<file path="config.mk">
export PLATFORM = sky130hd
export DESIGN_NAME = ueci_top
export DESIGN_NICKNAME = d
export VERILOG_FILES = /design/src/verilog/ueci_tb_placeholder_none.sv /design/src/verilog/ueci_pkg.sv /design/src/verilog/ueci_fifo_mem.sv /design/src/verilog/ueci_top.sv
export SDC_FILE = /design/constraint.sdc
export NUM_CORES = 1
export LEC_CHECK = 0
export ABC_CLOCK_PERIOD_IN_PS = 6000
export BUFFER_PORTS_ARGS = -buffer_cell sky130_fd_sc_hd__buf_2
export CORE_ASPECT_RATIO = 1.5
export CORE_MARGIN = 3
export CORE_UTILIZATION = 60
export DETAILED_ROUTE_END_ITERATION = 16
export PLACE_DENSITY = 0.86
export SLEW_MARGIN = 0
export SYNTH_ARGS = -nofsm -noshare
export SYNTH_HDL_FRONTEND = slang
export SYNTH_HIERARCHICAL = 1
export SYNTH_SLANG_ARGS = --single-unit
export TNS_END_PERCENT = 5
</file>
<file path="constraint.sdc">
create_clock -name aclk -period 6 [get_ports aclk]
set_clock_uncertainty 0.05 [all_clocks]
set_input_delay 0 -clock aclk [delete_from_list [all_inputs] [get_ports aclk]]
set_output_delay 0 -clock aclk [all_outputs]
set_load 0.02 [all_outputs]
</file>
<file path="src/verilog/ueci_tb_placeholder_none.sv">
`timescale 1ns/1ps
`default_nettype none
`default_nettype wire

</file>
<file path="src/verilog/ueci_pkg.sv">
`default_nettype none
package ueci_pkg;
   localparam int ADDR_W = 8;
   localparam int IDX_W = 6;
   // register indices; byte address is four times the index
   localparam logic [IDX_W-1:0] IDX_POWER = 6'h01;
   localparam logic [IDX_W-1:0] IDX_IN_FLG = 6'h02;
   localparam logic [IDX_W-1:0] IDX_OUT_FLG = 6'h04;
   localparam logic [IDX_W-1:0] IDX_CM_FLG = 6'h06;
   localparam logic [IDX_W-1:0] IDX_IN_IE = 6'h07;
   localparam logic [IDX_W-1:0] IDX_OUT_IE = 6'h09;
   localparam logic [IDX_W-1:0] IDX_CM_IE = 6'h0B;
   localparam logic [IDX_W-1:0] IDX_EP_SEL = 6'h0E;
   localparam logic [IDX_W-1:0] IDX_E0_CSR = 6'h11;
   localparam logic [IDX_W-1:0] IDX_E0_CNT = 6'h16;
   localparam logic [IDX_W-1:0] IDX_E0_FIFO = 6'h20;
   localparam logic [3:0] EP0_SEL = 4'h0;
   localparam logic [3:0] IN_IE_RST = 4'hF;
   localparam logic [3:0] OUT_IE_RST = 4'hE;
   localparam logic [3:0] OUT_IE_MSK = 4'hE;
   localparam logic [3:0] CM_IE_RST = 4'h6;
   // common event bits
   localparam int CM_SUS = 0;
   localparam int CM_RSU = 1;
   localparam int CM_RST = 2;
   localparam int CM_SOF = 3;
   // control endpoint status bits
   localparam int CS_OUT_RDY = 0;
   localparam int CS_IN_RDY = 1;
   localparam int CS_SENT_STL = 2;
   localparam int CS_DEND = 3;
   localparam int CS_SETUP_END = 4;
   localparam int CS_SEND_STL = 5;
   localparam int CS_SRV_OUT = 6;
   localparam int CS_SRV_SU = 7;
   // power register bits
   localparam int PW_SUS_EN = 0;
   localparam int PW_SUS_MD = 1;
   // synchronised line conditions
   localparam int LN_SUS = 0;
   localparam int LN_RSU = 1;
   localparam int LN_RST = 2;
   localparam logic [1:0] PID_SETUP = 2'h0;
   localparam logic [1:0] PID_OUT = 2'h1;
   localparam logic [1:0] PID_IN = 2'h2;
   localparam logic [1:0] PID_SOF = 2'h3;
   localparam logic [1:0] HS_ACK = 2'h0;
   localparam logic [1:0] HS_NAK = 2'h1;
   localparam logic [1:0] HS_STALL = 2'h2;
   localparam logic [1:0] HS_DATA = 2'h3;
   localparam logic [1:0] AXI_OKAY = 2'h0;
   localparam logic [1:0] AXI_SLVERR = 2'h2;
   localparam logic [6:0] SETUP_LEN = 7'h08;
   localparam int EP0_MAX_DEF = 64;
   localparam int CLK_PERIOD_PS = 5000;
   localparam int FRAME_US = 1000;
   localparam int FRAME_CYC_DEF = FRAME_US * 1000 * 1000 / CLK_PERIOD_PS;
   typedef enum logic [2:0] {PH_IDLE, PH_TX_MODE, PH_TX_DONE, PH_RX_MODE, PH_RX_DONE} ueci_phase_e;
   typedef enum logic [1:0] {TR_NONE, TR_RX, TR_TX, TR_ACK} ueci_tr_e;
endpackage
`default_nettype wire

</file>
<file path="src/verilog/ueci_fifo_mem.sv">
`timescale 1ns/1ps
`default_nettype none
module ueci_fifo_mem #(
   parameter int DEPTH = 64,
   parameter int AW = 6
) (
   input wire logic aclk,
   input wire logic wr_en,
   input wire logic [AW-1:0] wr_addr,
   input wire logic [7:0] wr_data,
   input wire logic [AW-1:0] rd_addr,
   output logic [7:0] rd_data_r
);
   logic [7:0] mem [DEPTH];

   always_ff @(posedge aclk) begin
      if (wr_en) begin
         mem[wr_addr] <= wr_data;
      end
   end

   always_ff @(posedge aclk) begin
      rd_data_r <= mem[rd_addr];
   end
endmodule // ueci_fifo_mem
`default_nettype wire

</file>
<file path="src/verilog/ueci_top.sv">
`timescale 1ns/1ps
`default_nettype none
module ueci_top
   import ueci_pkg::*;
#(
   parameter int FRAME_CYCLES = FRAME_CYC_DEF,
   parameter int EP0_MAX = EP0_MAX_DEF
) (
   input wire logic aclk,
   input wire logic aresetn,
   input wire logic [ADDR_W-1:0] s_axi_awaddr,
   input wire logic s_axi_awvalid,
   output logic s_axi_awready,
   input wire logic [31:0] s_axi_wdata,
   input wire logic [3:0] s_axi_wstrb,
   input wire logic s_axi_wvalid,
   output logic s_axi_wready,
   output logic [1:0] s_axi_bresp,
   output logic s_axi_bvalid,
   input wire logic s_axi_bready,
   input wire logic [ADDR_W-1:0] s_axi_araddr,
   input wire logic s_axi_arvalid,
   output logic s_axi_arready,
   output logic [31:0] s_axi_rdata,
   output logic [1:0] s_axi_rresp,
   output logic s_axi_rvalid,
   input wire logic s_axi_rready,
   input wire logic line_reset,
   input wire logic line_resume,
   input wire logic line_suspend,
   input wire logic tok_valid,
   input wire logic [1:0] tok_pid,
   input wire logic [3:0] tok_ep,
   input wire logic rx_valid,
   input wire logic [7:0] rx_data,
   input wire logic rx_end,
   input wire logic rx_err,
   input wire logic rx_data1,
   input wire logic host_ack,
   output logic resp_valid,
   output logic [1:0] resp_kind,
   output logic [6:0] resp_len,
   output logic tx_valid,
   output logic [7:0] tx_data,
   output logic tx_last,
   input wire logic tx_ready,
   input wire logic [2:0] in_ep_event,
   input wire logic [2:0] out_ep_event,
   output logic usb_irq
);
   localparam int AW = $clog2(EP0_MAX);
   localparam int FC_W = $clog2(FRAME_CYCLES + 1);
   localparam logic [6:0] MAX7 = 7'(EP0_MAX);
   localparam logic [FC_W-1:0] FC_LAST = FC_W'(FRAME_CYCLES - 1);

   function automatic logic f_ep0_hit(input logic [IDX_W-1:0] idx, input logic [IDX_W-1:0] tgt,
                                      input logic [3:0] sel);
      return (idx == tgt) && (sel == EP0_SEL);
   endfunction

   function automatic logic f_mapped(input logic [IDX_W-1:0] idx);
      return idx == IDX_POWER || idx == IDX_IN_FLG || idx == IDX_OUT_FLG || idx == IDX_CM_FLG ||
             idx == IDX_IN_IE || idx == IDX_OUT_IE || idx == IDX_CM_IE || idx == IDX_EP_SEL ||
             idx == IDX_E0_CSR || idx == IDX_E0_CNT || idx == IDX_E0_FIFO;
   endfunction

   logic [2:0] ln_s1_r, ln_s2_r, ln_s3_r;
   logic [2:0] ln_rise;
   logic suspended_r, sus_en_r, sof_seen_r, sof_evt;
   logic [FC_W-1:0] frame_cnt_r;
   logic [3:0] cm_flg_r, in_flg_r, out_flg_r, cm_ie_r, in_ie_r, out_ie_r, ep_sel_r, cm_set;
   logic aw_held_r, w_held_r, rd_go_r, wr_do, wr_ok, rd_clr;
   logic [IDX_W-1:0] aw_idx_r, rd_idx_r;
   logic [7:0] w_dat_r, rd_byte, csr_val, mem_q;
   logic w_stb_r;
   ueci_phase_e phase_r;
   ueci_tr_e tr_r;
   logic out_rdy_r, in_rdy_r, sent_stl_r, dend_r, setup_end_r, send_stl_r, ep0_evt_r;
   logic rx_setup_r, rx_take_r, rx_ovf_r, status_r, fetch_r;
   logic [6:0] rx_len_r, cnt_r, tx_len_r, tx_ptr_r, sw_rd_ptr_r;
   logic sw_csr_wr, sw_fifo_wr, sw_fifo_rd, mem_we, ep0_tok;
   logic [AW-1:0] mem_wa, mem_ra;
   logic [7:0] mem_wd;

   // line conditions arrive asynchronously
   always_ff @(posedge aclk) begin
      if (!aresetn) begin
         ln_s1_r <= 3'h0;
         ln_s2_r <= 3'h0;
         ln_s3_r <= 3'h0;
      end else begin
         ln_s1_r <= {line_reset, line_resume, line_suspend};
         ln_s2_r <= ln_s1_r;
         ln_s3_r <= ln_s2_r;
      end
   end
   assign ln_rise = ln_s2_r & ~ln_s3_r;

   always_ff @(posedge aclk) begin
      if (!aresetn) begin
         suspended_r <= 1'b0;
      end else if (ln_rise[LN_RSU] || ln_rise[LN_RST]) begin
         suspended_r <= 1'b0;
      end else if (ln_rise[LN_SUS] && sus_en_r) begin
         suspended_r <= 1'b1;
      end
   end

   // frame timer keeps the frame event going when a token is lost
   assign sof_evt = (tok_valid && tok_pid == PID_SOF) || (sof_seen_r && frame_cnt_r == FC_LAST);
   always_ff @(posedge aclk) begin
      if (!aresetn || ln_rise[LN_RST] || suspended_r) begin
         sof_seen_r <= 1'b0;
         frame_cnt_r <= '0;
      end else if (sof_evt) begin
         sof_seen_r <= 1'b1;
         frame_cnt_r <= '0;
      end else if (sof_seen_r) begin
         frame_cnt_r <= frame_cnt_r + 1'b1;
      end
   end

   always_comb begin
      cm_set = 4'h0;
      cm_set[CM_SOF] = sof_evt;
      cm_set[CM_RST] = ln_rise[LN_RST];
      cm_set[CM_RSU] = ln_rise[LN_RSU] && suspended_r;
      cm_set[CM_SUS] = ln_rise[LN_SUS] && sus_en_r;
   end

   // flags: a set in the clearing cycle survives
   assign rd_clr = rd_go_r;
   always_ff @(posedge aclk) begin
      if (!aresetn) begin
         cm_flg_r <= 4'h0;
         in_flg_r <= 4'h0;
         out_flg_r <= 4'h0;
      end else begin
         cm_flg_r <= (rd_clr && rd_idx_r == IDX_CM_FLG ? 4'h0 : cm_flg_r) | cm_set;
         in_flg_r <= (rd_clr && rd_idx_r == IDX_IN_FLG ? 4'h0 : in_flg_r) | {in_ep_event, ep0_evt_r};
         out_flg_r <= (rd_clr && rd_idx_r == IDX_OUT_FLG ? 4'h0 : out_flg_r) | {out_ep_event, 1'b0};
      end
   end

   always_ff @(posedge aclk) begin
      if (!aresetn) begin
         usb_irq <= 1'b0;
      end else begin
         usb_irq <= |(cm_flg_r & cm_ie_r) | |(in_flg_r & in_ie_r) | |(out_flg_r & out_ie_r);
      end
   end

   // axi write channel
   assign wr_do = aw_held_r && w_held_r && !s_axi_bvalid;
   assign wr_ok = wr_do && w_stb_r;
   always_ff @(posedge aclk) begin
      if (!aresetn) begin
         s_axi_awready <= 1'b1;
         s_axi_wready <= 1'b1;
         aw_held_r <= 1'b0;
         w_held_r <= 1'b0;
         aw_idx_r <= '0;
         w_dat_r <= 8'h00;
         w_stb_r <= 1'b0;
         s_axi_bvalid <= 1'b0;
         s_axi_bresp <= AXI_OKAY;
      end else begin
         if (s_axi_awvalid && s_axi_awready) begin
            s_axi_awready <= 1'b0;
            aw_held_r <= 1'b1;
            aw_idx_r <= s_axi_awaddr[ADDR_W-1:2];
         end
         if (s_axi_wvalid && s_axi_wready) begin
            s_axi_wready <= 1'b0;
            w_held_r <= 1'b1;
            w_dat_r <= s_axi_wdata[7:0];
            w_stb_r <= s_axi_wstrb[0];
         end
         if (wr_do) begin
            aw_held_r <= 1'b0;
            w_held_r <= 1'b0;
            s_axi_bvalid <= 1'b1;
            s_axi_bresp <= f_mapped(aw_idx_r) ? AXI_OKAY : AXI_SLVERR;
         end else if (s_axi_bvalid && s_axi_bready) begin
            s_axi_bvalid <= 1'b0;
            s_axi_awready <= 1'b1;
            s_axi_wready <= 1'b1;
         end
      end
   end

   // software-owned settings
   always_ff @(posedge aclk) begin
      if (!aresetn) begin
         sus_en_r <= 1'b0;
         in_ie_r <= IN_IE_RST;
         out_ie_r <= OUT_IE_RST;
         cm_ie_r <= CM_IE_RST;
         ep_sel_r <= EP0_SEL;
      end else if (wr_ok) begin
         if (aw_idx_r == IDX_POWER) begin
            sus_en_r <= w_dat_r[PW_SUS_EN];
         end else if (aw_idx_r == IDX_IN_IE) begin
            in_ie_r <= w_dat_r[3:0];
         end else if (aw_idx_r == IDX_OUT_IE) begin
            out_ie_r <= w_dat_r[3:0] & OUT_IE_MSK;
         end else if (aw_idx_r == IDX_CM_IE) begin
            cm_ie_r <= w_dat_r[3:0];
         end else if (aw_idx_r == IDX_EP_SEL) begin
            ep_sel_r <= w_dat_r[3:0];
         end
      end
   end

   // axi read channel: data two edges after the address
   always_comb begin
      csr_val = 8'h00;
      csr_val[CS_OUT_RDY] = out_rdy_r;
      csr_val[CS_IN_RDY] = in_rdy_r;
      csr_val[CS_SENT_STL] = sent_stl_r;
      csr_val[CS_DEND] = dend_r;
      csr_val[CS_SETUP_END] = setup_end_r;
      csr_val[CS_SEND_STL] = send_stl_r; // serviced bits read zero
      rd_byte = 8'h00;
      if (rd_idx_r == IDX_POWER) begin
         rd_byte[PW_SUS_EN] = sus_en_r;
         rd_byte[PW_SUS_MD] = suspended_r;
      end else if (rd_idx_r == IDX_IN_FLG) begin
         rd_byte[3:0] = in_flg_r;
      end else if (rd_idx_r == IDX_OUT_FLG) begin
         rd_byte[3:0] = out_flg_r;
      end else if (rd_idx_r == IDX_CM_FLG) begin
         rd_byte[3:0] = cm_flg_r;
      end else if (rd_idx_r == IDX_IN_IE) begin
         rd_byte[3:0] = in_ie_r;
      end else if (rd_idx_r == IDX_OUT_IE) begin
         rd_byte[3:0] = out_ie_r;
      end else if (rd_idx_r == IDX_CM_IE) begin
         rd_byte[3:0] = cm_ie_r;
      end else if (rd_idx_r == IDX_EP_SEL) begin
         rd_byte[3:0] = ep_sel_r;
      end else if (f_ep0_hit(rd_idx_r, IDX_E0_CSR, ep_sel_r)) begin
         rd_byte = csr_val;
      end else if (f_ep0_hit(rd_idx_r, IDX_E0_CNT, ep_sel_r)) begin
         rd_byte[6:0] = cnt_r;
      end else if (f_ep0_hit(rd_idx_r, IDX_E0_FIFO, ep_sel_r)) begin
         rd_byte = mem_q;
      end
   end

   always_ff @(posedge aclk) begin
      if (!aresetn) begin
         s_axi_arready <= 1'b1;
         rd_go_r <= 1'b0;
         rd_idx_r <= '0;
         s_axi_rvalid <= 1'b0;
         s_axi_rdata <= 32'h0000_0000;
         s_axi_rresp <= AXI_OKAY;
      end else begin
         rd_go_r <= 1'b0;
         if (s_axi_arvalid && s_axi_arready) begin
            s_axi_arready <= 1'b0;
            rd_idx_r <= s_axi_araddr[ADDR_W-1:2];
            rd_go_r <= 1'b1;
         end
         if (rd_go_r) begin
            s_axi_rvalid <= 1'b1;
            s_axi_rdata <= {24'h00_0000, rd_byte};
            s_axi_rresp <= f_mapped(rd_idx_r) ? AXI_OKAY : AXI_SLVERR;
         end else if (s_axi_rvalid && s_axi_rready) begin
            s_axi_rvalid <= 1'b0;
            s_axi_arready <= 1'b1;
         end
      end
   end

   assign sw_csr_wr = wr_ok && f_ep0_hit(aw_idx_r, IDX_E0_CSR, ep_sel_r);
   assign sw_fifo_wr = wr_ok && f_ep0_hit(aw_idx_r, IDX_E0_FIFO, ep_sel_r) && !in_rdy_r && tx_len_r < MAX7;
   assign sw_fifo_rd = rd_go_r && f_ep0_hit(rd_idx_r, IDX_E0_FIFO, ep_sel_r);
   assign ep0_tok = tok_valid && tok_ep == EP0_SEL && tok_pid != PID_SOF;

   // control FIFO: receiver and software writes share one port
   assign mem_we = (tr_r == TR_RX && rx_valid && rx_take_r && rx_len_r < MAX7) || sw_fifo_wr;
   assign mem_wa = tr_r == TR_RX ? rx_len_r[AW-1:0] : tx_len_r[AW-1:0];
   assign mem_wd = tr_r == TR_RX ? rx_data : w_dat_r;
   assign mem_ra = tr_r == TR_TX ? tx_ptr_r[AW-1:0] : sw_rd_ptr_r[AW-1:0];

   ueci_fifo_mem #(.DEPTH(EP0_MAX), .AW(AW)) u_mem (
      .aclk(aclk),
      .wr_en(mem_we),
      .wr_addr(mem_wa),
      .wr_data(mem_wd),
      .rd_addr(mem_ra),
      .rd_data_r(mem_q)
   );

   // control endpoint engine
   always_ff @(posedge aclk) begin
      if (!aresetn || ln_rise[LN_RST]) begin
         phase_r <= PH_IDLE;
         tr_r <= TR_NONE;
         {out_rdy_r, in_rdy_r, sent_stl_r, dend_r, setup_end_r, send_stl_r} <= 6'h00;
         {ep0_evt_r, rx_setup_r, rx_take_r, rx_ovf_r, status_r, fetch_r} <= 6'h00;
         {rx_len_r, cnt_r, tx_len_r, tx_ptr_r, sw_rd_ptr_r} <= 35'h0_0000_0000;
         resp_valid <= 1'b0;
         resp_kind <= HS_ACK;
         resp_len <= 7'h00;
         {tx_valid, tx_data, tx_last} <= 10'h000;
      end else begin
         resp_valid <= 1'b0;
         ep0_evt_r <= 1'b0;
         if (sw_csr_wr) begin
            if (w_dat_r[CS_SRV_SU]) setup_end_r <= 1'b0;
            if (w_dat_r[CS_SRV_OUT]) out_rdy_r <= 1'b0;
            send_stl_r <= w_dat_r[CS_SEND_STL];
            if (w_dat_r[CS_DEND]) dend_r <= 1'b1;
            if (!w_dat_r[CS_SENT_STL]) sent_stl_r <= 1'b0;
            if (w_dat_r[CS_IN_RDY]) in_rdy_r <= 1'b1;
         end
         if (sw_fifo_wr) tx_len_r <= tx_len_r + 7'h01;
         if (sw_fifo_rd) sw_rd_ptr_r <= sw_rd_ptr_r + 7'h01;
         if (ep0_tok) begin
            tr_r <= TR_NONE;
            tx_valid <= 1'b0;
            fetch_r <= 1'b0;
            resp_len <= 7'h00;
            if (tok_pid == PID_IN) begin
               resp_valid <= 1'b1;
               if (send_stl_r || (phase_r == PH_TX_DONE && dend_r)) begin
                  resp_kind <= HS_STALL;
                  sent_stl_r <= 1'b1;
                  send_stl_r <= 1'b0;
                  ep0_evt_r <= 1'b1;
                  phase_r <= PH_IDLE;
               end else if ((phase_r == PH_RX_MODE || phase_r == PH_RX_DONE) && dend_r) begin
                  resp_kind <= HS_DATA;
                  tr_r <= TR_ACK;
                  status_r <= 1'b1;
               end else if (phase_r == PH_RX_MODE) begin
                  resp_kind <= HS_NAK;
                  setup_end_r <= 1'b1;
                  ep0_evt_r <= 1'b1;
                  phase_r <= PH_IDLE;
               end else if (!in_rdy_r) begin
                  resp_kind <= HS_NAK;
               end else begin
                  resp_kind <= HS_DATA;
                  resp_len <= tx_len_r;
                  tx_ptr_r <= 7'h00;
                  status_r <= 1'b0;
                  tr_r <= tx_len_r == 7'h00 ? TR_ACK : TR_TX;
                  phase_r <= PH_TX_MODE;
               end
            end else begin
               if (phase_r == PH_TX_MODE || (tok_pid == PID_SETUP && phase_r == PH_RX_MODE)) begin
                  setup_end_r <= 1'b1;
                  ep0_evt_r <= 1'b1;
                  phase_r <= PH_IDLE;
               end
               tr_r <= TR_RX;
               rx_setup_r <= tok_pid == PID_SETUP;
               rx_take_r <= tok_pid == PID_SETUP || !out_rdy_r;
               rx_len_r <= 7'h00;
               rx_ovf_r <= 1'b0;
            end
         end else if (tr_r == TR_RX && rx_err) begin
            tr_r <= TR_NONE;
         end else if (tr_r == TR_RX && rx_end) begin
            tr_r <= TR_NONE;
            if (rx_setup_r) begin
               if (rx_len_r == SETUP_LEN && !rx_ovf_r) begin
                  out_rdy_r <= 1'b1;
                  cnt_r <= rx_len_r;
                  sw_rd_ptr_r <= 7'h00;
                  in_rdy_r <= 1'b0;
                  tx_len_r <= 7'h00;
                  dend_r <= 1'b0;
                  phase_r <= PH_IDLE;
                  resp_valid <= 1'b1;
                  resp_kind <= HS_ACK;
                  ep0_evt_r <= 1'b1;
               end
            end else if (send_stl_r || rx_ovf_r || ((phase_r == PH_RX_MODE || phase_r == PH_RX_DONE) && dend_r) ||
                         (phase_r == PH_TX_DONE && rx_data1 && rx_len_r != 7'h00)) begin
               resp_valid <= 1'b1;
               resp_kind <= HS_STALL;
               sent_stl_r <= 1'b1;
               send_stl_r <= 1'b0;
               ep0_evt_r <= 1'b1;
               phase_r <= PH_IDLE;
            end else if (phase_r == PH_TX_DONE) begin
               resp_valid <= 1'b1;
               resp_kind <= HS_ACK;
               dend_r <= 1'b0;
               ep0_evt_r <= 1'b1;
               phase_r <= PH_IDLE;
            end else if (!rx_take_r) begin
               resp_valid <= 1'b1;
               resp_kind <= HS_NAK;
            end else begin
               out_rdy_r <= 1'b1;
               cnt_r <= rx_len_r;
               sw_rd_ptr_r <= 7'h00;
               in_rdy_r <= 1'b0;
               tx_len_r <= 7'h00;
               resp_valid <= 1'b1;
               resp_kind <= HS_ACK;
               ep0_evt_r <= 1'b1;
               phase_r <= rx_len_r < MAX7 ? PH_RX_DONE : PH_RX_MODE;
            end
         end else if (tr_r == TR_RX && rx_valid) begin
            if (rx_len_r == MAX7) begin
               rx_ovf_r <= 1'b1;
            end else begin
               rx_len_r <= rx_len_r + 7'h01;
            end
         end else if (tr_r == TR_ACK && host_ack) begin
            tr_r <= TR_NONE;
            ep0_evt_r <= 1'b1;
            if (status_r) begin
               dend_r <= 1'b0;
               phase_r <= PH_IDLE;
            end else begin
               in_rdy_r <= 1'b0;
               tx_len_r <= 7'h00;
               phase_r <= (tx_len_r < MAX7 || dend_r) ? PH_TX_DONE : PH_TX_MODE;
            end
         end else if (tr_r == TR_TX) begin
            if (tx_valid) begin
               if (tx_ready) begin
                  tx_valid <= 1'b0;
                  if (tx_last) tr_r <= TR_ACK;
               end
            end else if (fetch_r) begin
               tx_valid <= 1'b1;
               tx_data <= mem_q;
               tx_last <= tx_ptr_r == tx_len_r - 7'h01;
               tx_ptr_r <= tx_ptr_r + 7'h01;
               fetch_r <= 1'b0;
            end else begin
               fetch_r <= 1'b1;
            end
         end
      end
   end
endmodule // ueci_top
`default_nettype wire

</file>
==> results.sh <==
export IMPL_r2r_start="aw_idx_r[3]$_SDFFE_PN0P_"
export IMPL_finalHoldViolations=0
export IMPL_dr_total_vias=18200
export IMPL_wl_per_cell_microns=26.9
export IMPL_cts_sinks=687
export IMPL_r2r_setup_slack_ns=1.64
export IMPL_fin_ws_ns=1.64
export IMPL_antenna_left=0
export IMPL_synth_cell_types=77
export IMPL_path_cells="nor2_1 > nand4b_1 > nor4_2 > a31o_2 > nor2b_1 > nand3_1 > nor2_1"
export IMPL_p_per_area_nw_per_um2=297
export IMPL_drive_gt1_share_pct=16.9
export IMPL_grt_max_degree=68
export IMPL_grt_overflow_total=0
export IMPL_die_y_microns=272
export IMPL_start_util_pct=61.2
export IMPL_worst_slew_pin_slew_ns=1.30
export IMPL_setup_viol=0
export IMPL_clock_latency_ns=0.63
export IMPL_syn_to_final_growth_pct=12.5
export IMPL_end_kind="flop"
export IMPL_crit_path_frequent_cell="nor2_1"
export IMPL_cts_htree_levels=2
export IMPL_hp_class="in2reg"
export IMPL_yosysTopAreaCell="edfxtp_1"
export IMPL_setup_tns_ns=0
export IMPL_synth_seq_area_share_pct=66.7
export IMPL_pre_cts_ws_ns=1.86
export IMPL_final_cells=2709
export IMPL_synth_edf_count=512
export IMPL_grt_use_total_pct=29.0
export IMPL_grt_pass1_vias=18200
export IMPL_io_pins=151
export IMPL_max_cap_violations=0
export IMPL_diodes=0
export IMPL_postSynthAreaPerCell_sq_um=14.6
export IMPL_cts_root_buf="clkbuf_16"
export IMPL_arrival_ns=4.55
export IMPL_wirelength_mm=73.0
export IMPL_crit_type="reg2reg"
export IMPL_cts_tree="yes"
export IMPL_rows=96
export IMPL_core_area_sq_um=46200
export IMPL_syn_area_sq_um=28300
export IMPL_routed_via_density=6.71
export IMPL_finalPower_mw=9.44
export IMPL_p_leak_nw=10.8
export IMPL_post_route_util_pct=68.8
export IMPL_clkSlewWorstSetupHoldPaths_ns=0.07
export IMPL_final_max_slew_violation_count=0
export IMPL_drt_iter0_drc=2355
export IMPL_fin_hold_ws_ns=0.0870
export IMPL_grt_pass1_wl_mm=110
export IMPL_hpwl_mm=45.0
export IMPL_slowest_stage="nor2_1"
export IMPL_synth_ff_type="edfxtp_1"
export IMPL_timing_final_crit_period_ns=4.36
export IMPL_hp_start="in_ep_event[0]"
export IMPL_async_flop_share_pct=0
export IMPL_rsz0062_at_grt="false"
export IMPL_post_route_period_util_pct=72.6
export IMPL_fin_nets=2170
export IMPL_drtPass1Iterations=6
export IMPL_yosys_warnings=6
export IMPL_dieArea_sq_um=49900
export IMPL_synth_most_common_cell="edfxtp_1"
export IMPL_placed_area_sq_um=29100
export IMPL_slew_limit_headroom_pct=13.1
export IMPL_place_congestion=0.931
export IMPL_yosys_top_cells_count="512 x edfxtp_1, 194 x nor2_1, 175 x dfxtp_1"
export IMPL_cp_max_fo=8
export IMPL_worst_ir_drop_vdd_v=0.000247
export IMPL_fmax_mhz=229
export IMPL_cp_start_kind="flop"
export IMPL_crit_start="aw_idx_r[3]$_SDFFE_PN0P_"
export IMPL_crit_required_ns=6.20
export IMPL_ys_seq_elements=687
export IMPL_cts_buffer_depth=3
export IMPL_cts_buffers=59
export IMPL_cpPeakStageDelay_ns=0.91
export IMPL_syn_inst=1935
export IMPL_portBuffers=93
export IMPL_post_synth_top_area_fraction_pct=54.3
export IMPL_dieWidth_microns=183
export IMPL_cts_repair_resized=0
export IMPL_dp_cells=2526
export IMPL_antenna_found_initial=0
export IMPL_drc=0
export IMPL_outcome="finished, final reports clean"
export IMPL_netlist_top_cells_area="edfxtp_1 54%, dfxtp_1 12%, mux4_2 8.9%, nor2_1 2.6%, mux2i_1 1.9%"
export IMPL_final_area_sq_um=31800
## sequential cells by signal, indices dropped and copies added, names as in the netlist, 8 cells and up
| register | flops |
|---|---|
| u_mem/mem | 512 |
| tx_data | 8 |
| s_axi_rdata | 8 |
| w_dat_r | 8 |
| frame_cnt_r | 18 |
| u_mem/rd_data_r | 8 |
## final timing paths
path / endpoint / cells past startpoint
max: u_mem/mem[54][4]$_DFFE_PP_ / 7
min: in_flg_r[1]$_SDFF_PN0_ / 4
max reg2reg: u_mem/mem[54][4]$_DFFE_PP_ / 7
min reg2reg: ln_s2_r[1]$_SDFF_PN0_ / 1
## layout make-up
class                   count  area [sq um]
flip-flops and latches    687         18900
multi-input cells        1119          8760
repair buffers            186          1350
inverters                  21          78.8
well taps                 588           736
clock inverters            47           543
clock buffers              61          1480
fillers                  2801         14400
## logic make-up (layout without fill, tap and decap cells)
| logic type | count (synthesis) | after routing | share of synthesized area (%) |
|---|---|---|---|
| other cells | 1 | 26 | 0.0133 |
| xor+xnor | 45 | 45 | 1.39 |
| fa+ha+maj | 7 | 7 | 0.309 |
| mux | 197 | 197 | 12.5 |
| simple gates | 578 | 578 | 10.1 |
| compound gates | 266 | 266 | 6.29 |
| buf+inv | 154 | 315 | 2.74 |
| flops | 687 | 687 | 66.7 |
## power by group
| group | switching (mW) | internal, mW | total, mW | leakage, nW |
|---|---|---|---|---|
| registers | 0.0329 | 5.13 | 5.16 | 6.43 |
| logic | 0.201 | 0.101 | 0.303 | 3.38 |
| clock network | 1.74 | 2.24 | 3.98 | 0.981 |
| total | 1.98 | 7.47 | 9.44 | 10.8 |
## routing by layer
metal  track usage, %  wire length [microns]  vias to the layer above
li1                 -                      -                     7674
met1             33.7                  24500                     9013
met2             50.1                  37100                     1176
met3             4.46                   5790                      306
met4             18.8                   5630                        0
met5                0                      0                        -
## critical path: cells and delay by family, from the launching register on
| family | cells | cell delay, ns |
|---|---|---|
| simple gates | 6 | 3.23 |
| flops | 1 | 0.37 |
| compound gates | 1 | 0.33 |
## cell usage in the layout (no fill, tap or decap), drive strengths merged, types with 15 or more instances in the layout
cell type,instances
conb,26
nor2,194
xnor2,18
nand2b,15
o21ai,29
clkinv,29
nand4,27
dfxtp,175
and2,19
o22ai,23
nor3,18
buf,111
a22oi,23
a21oi,88
and3,15
inv,23
clkbuf,61
nor2b,24
mux4,120
nand3,52
mux2i,55
xor2,27
nand3b,15
dlygate4sd3,75
mux2,22
edfxtp,512
nand2,135
## what timing repair did
item | in CTS | in global routing
endpoints found under the hold margin | 82 | 0
setup endpoints to repair | 0 | 0
hold buffers | 75 | 0
buffers inserted | 0 | 0
Power figures use the tool's default switching activity.
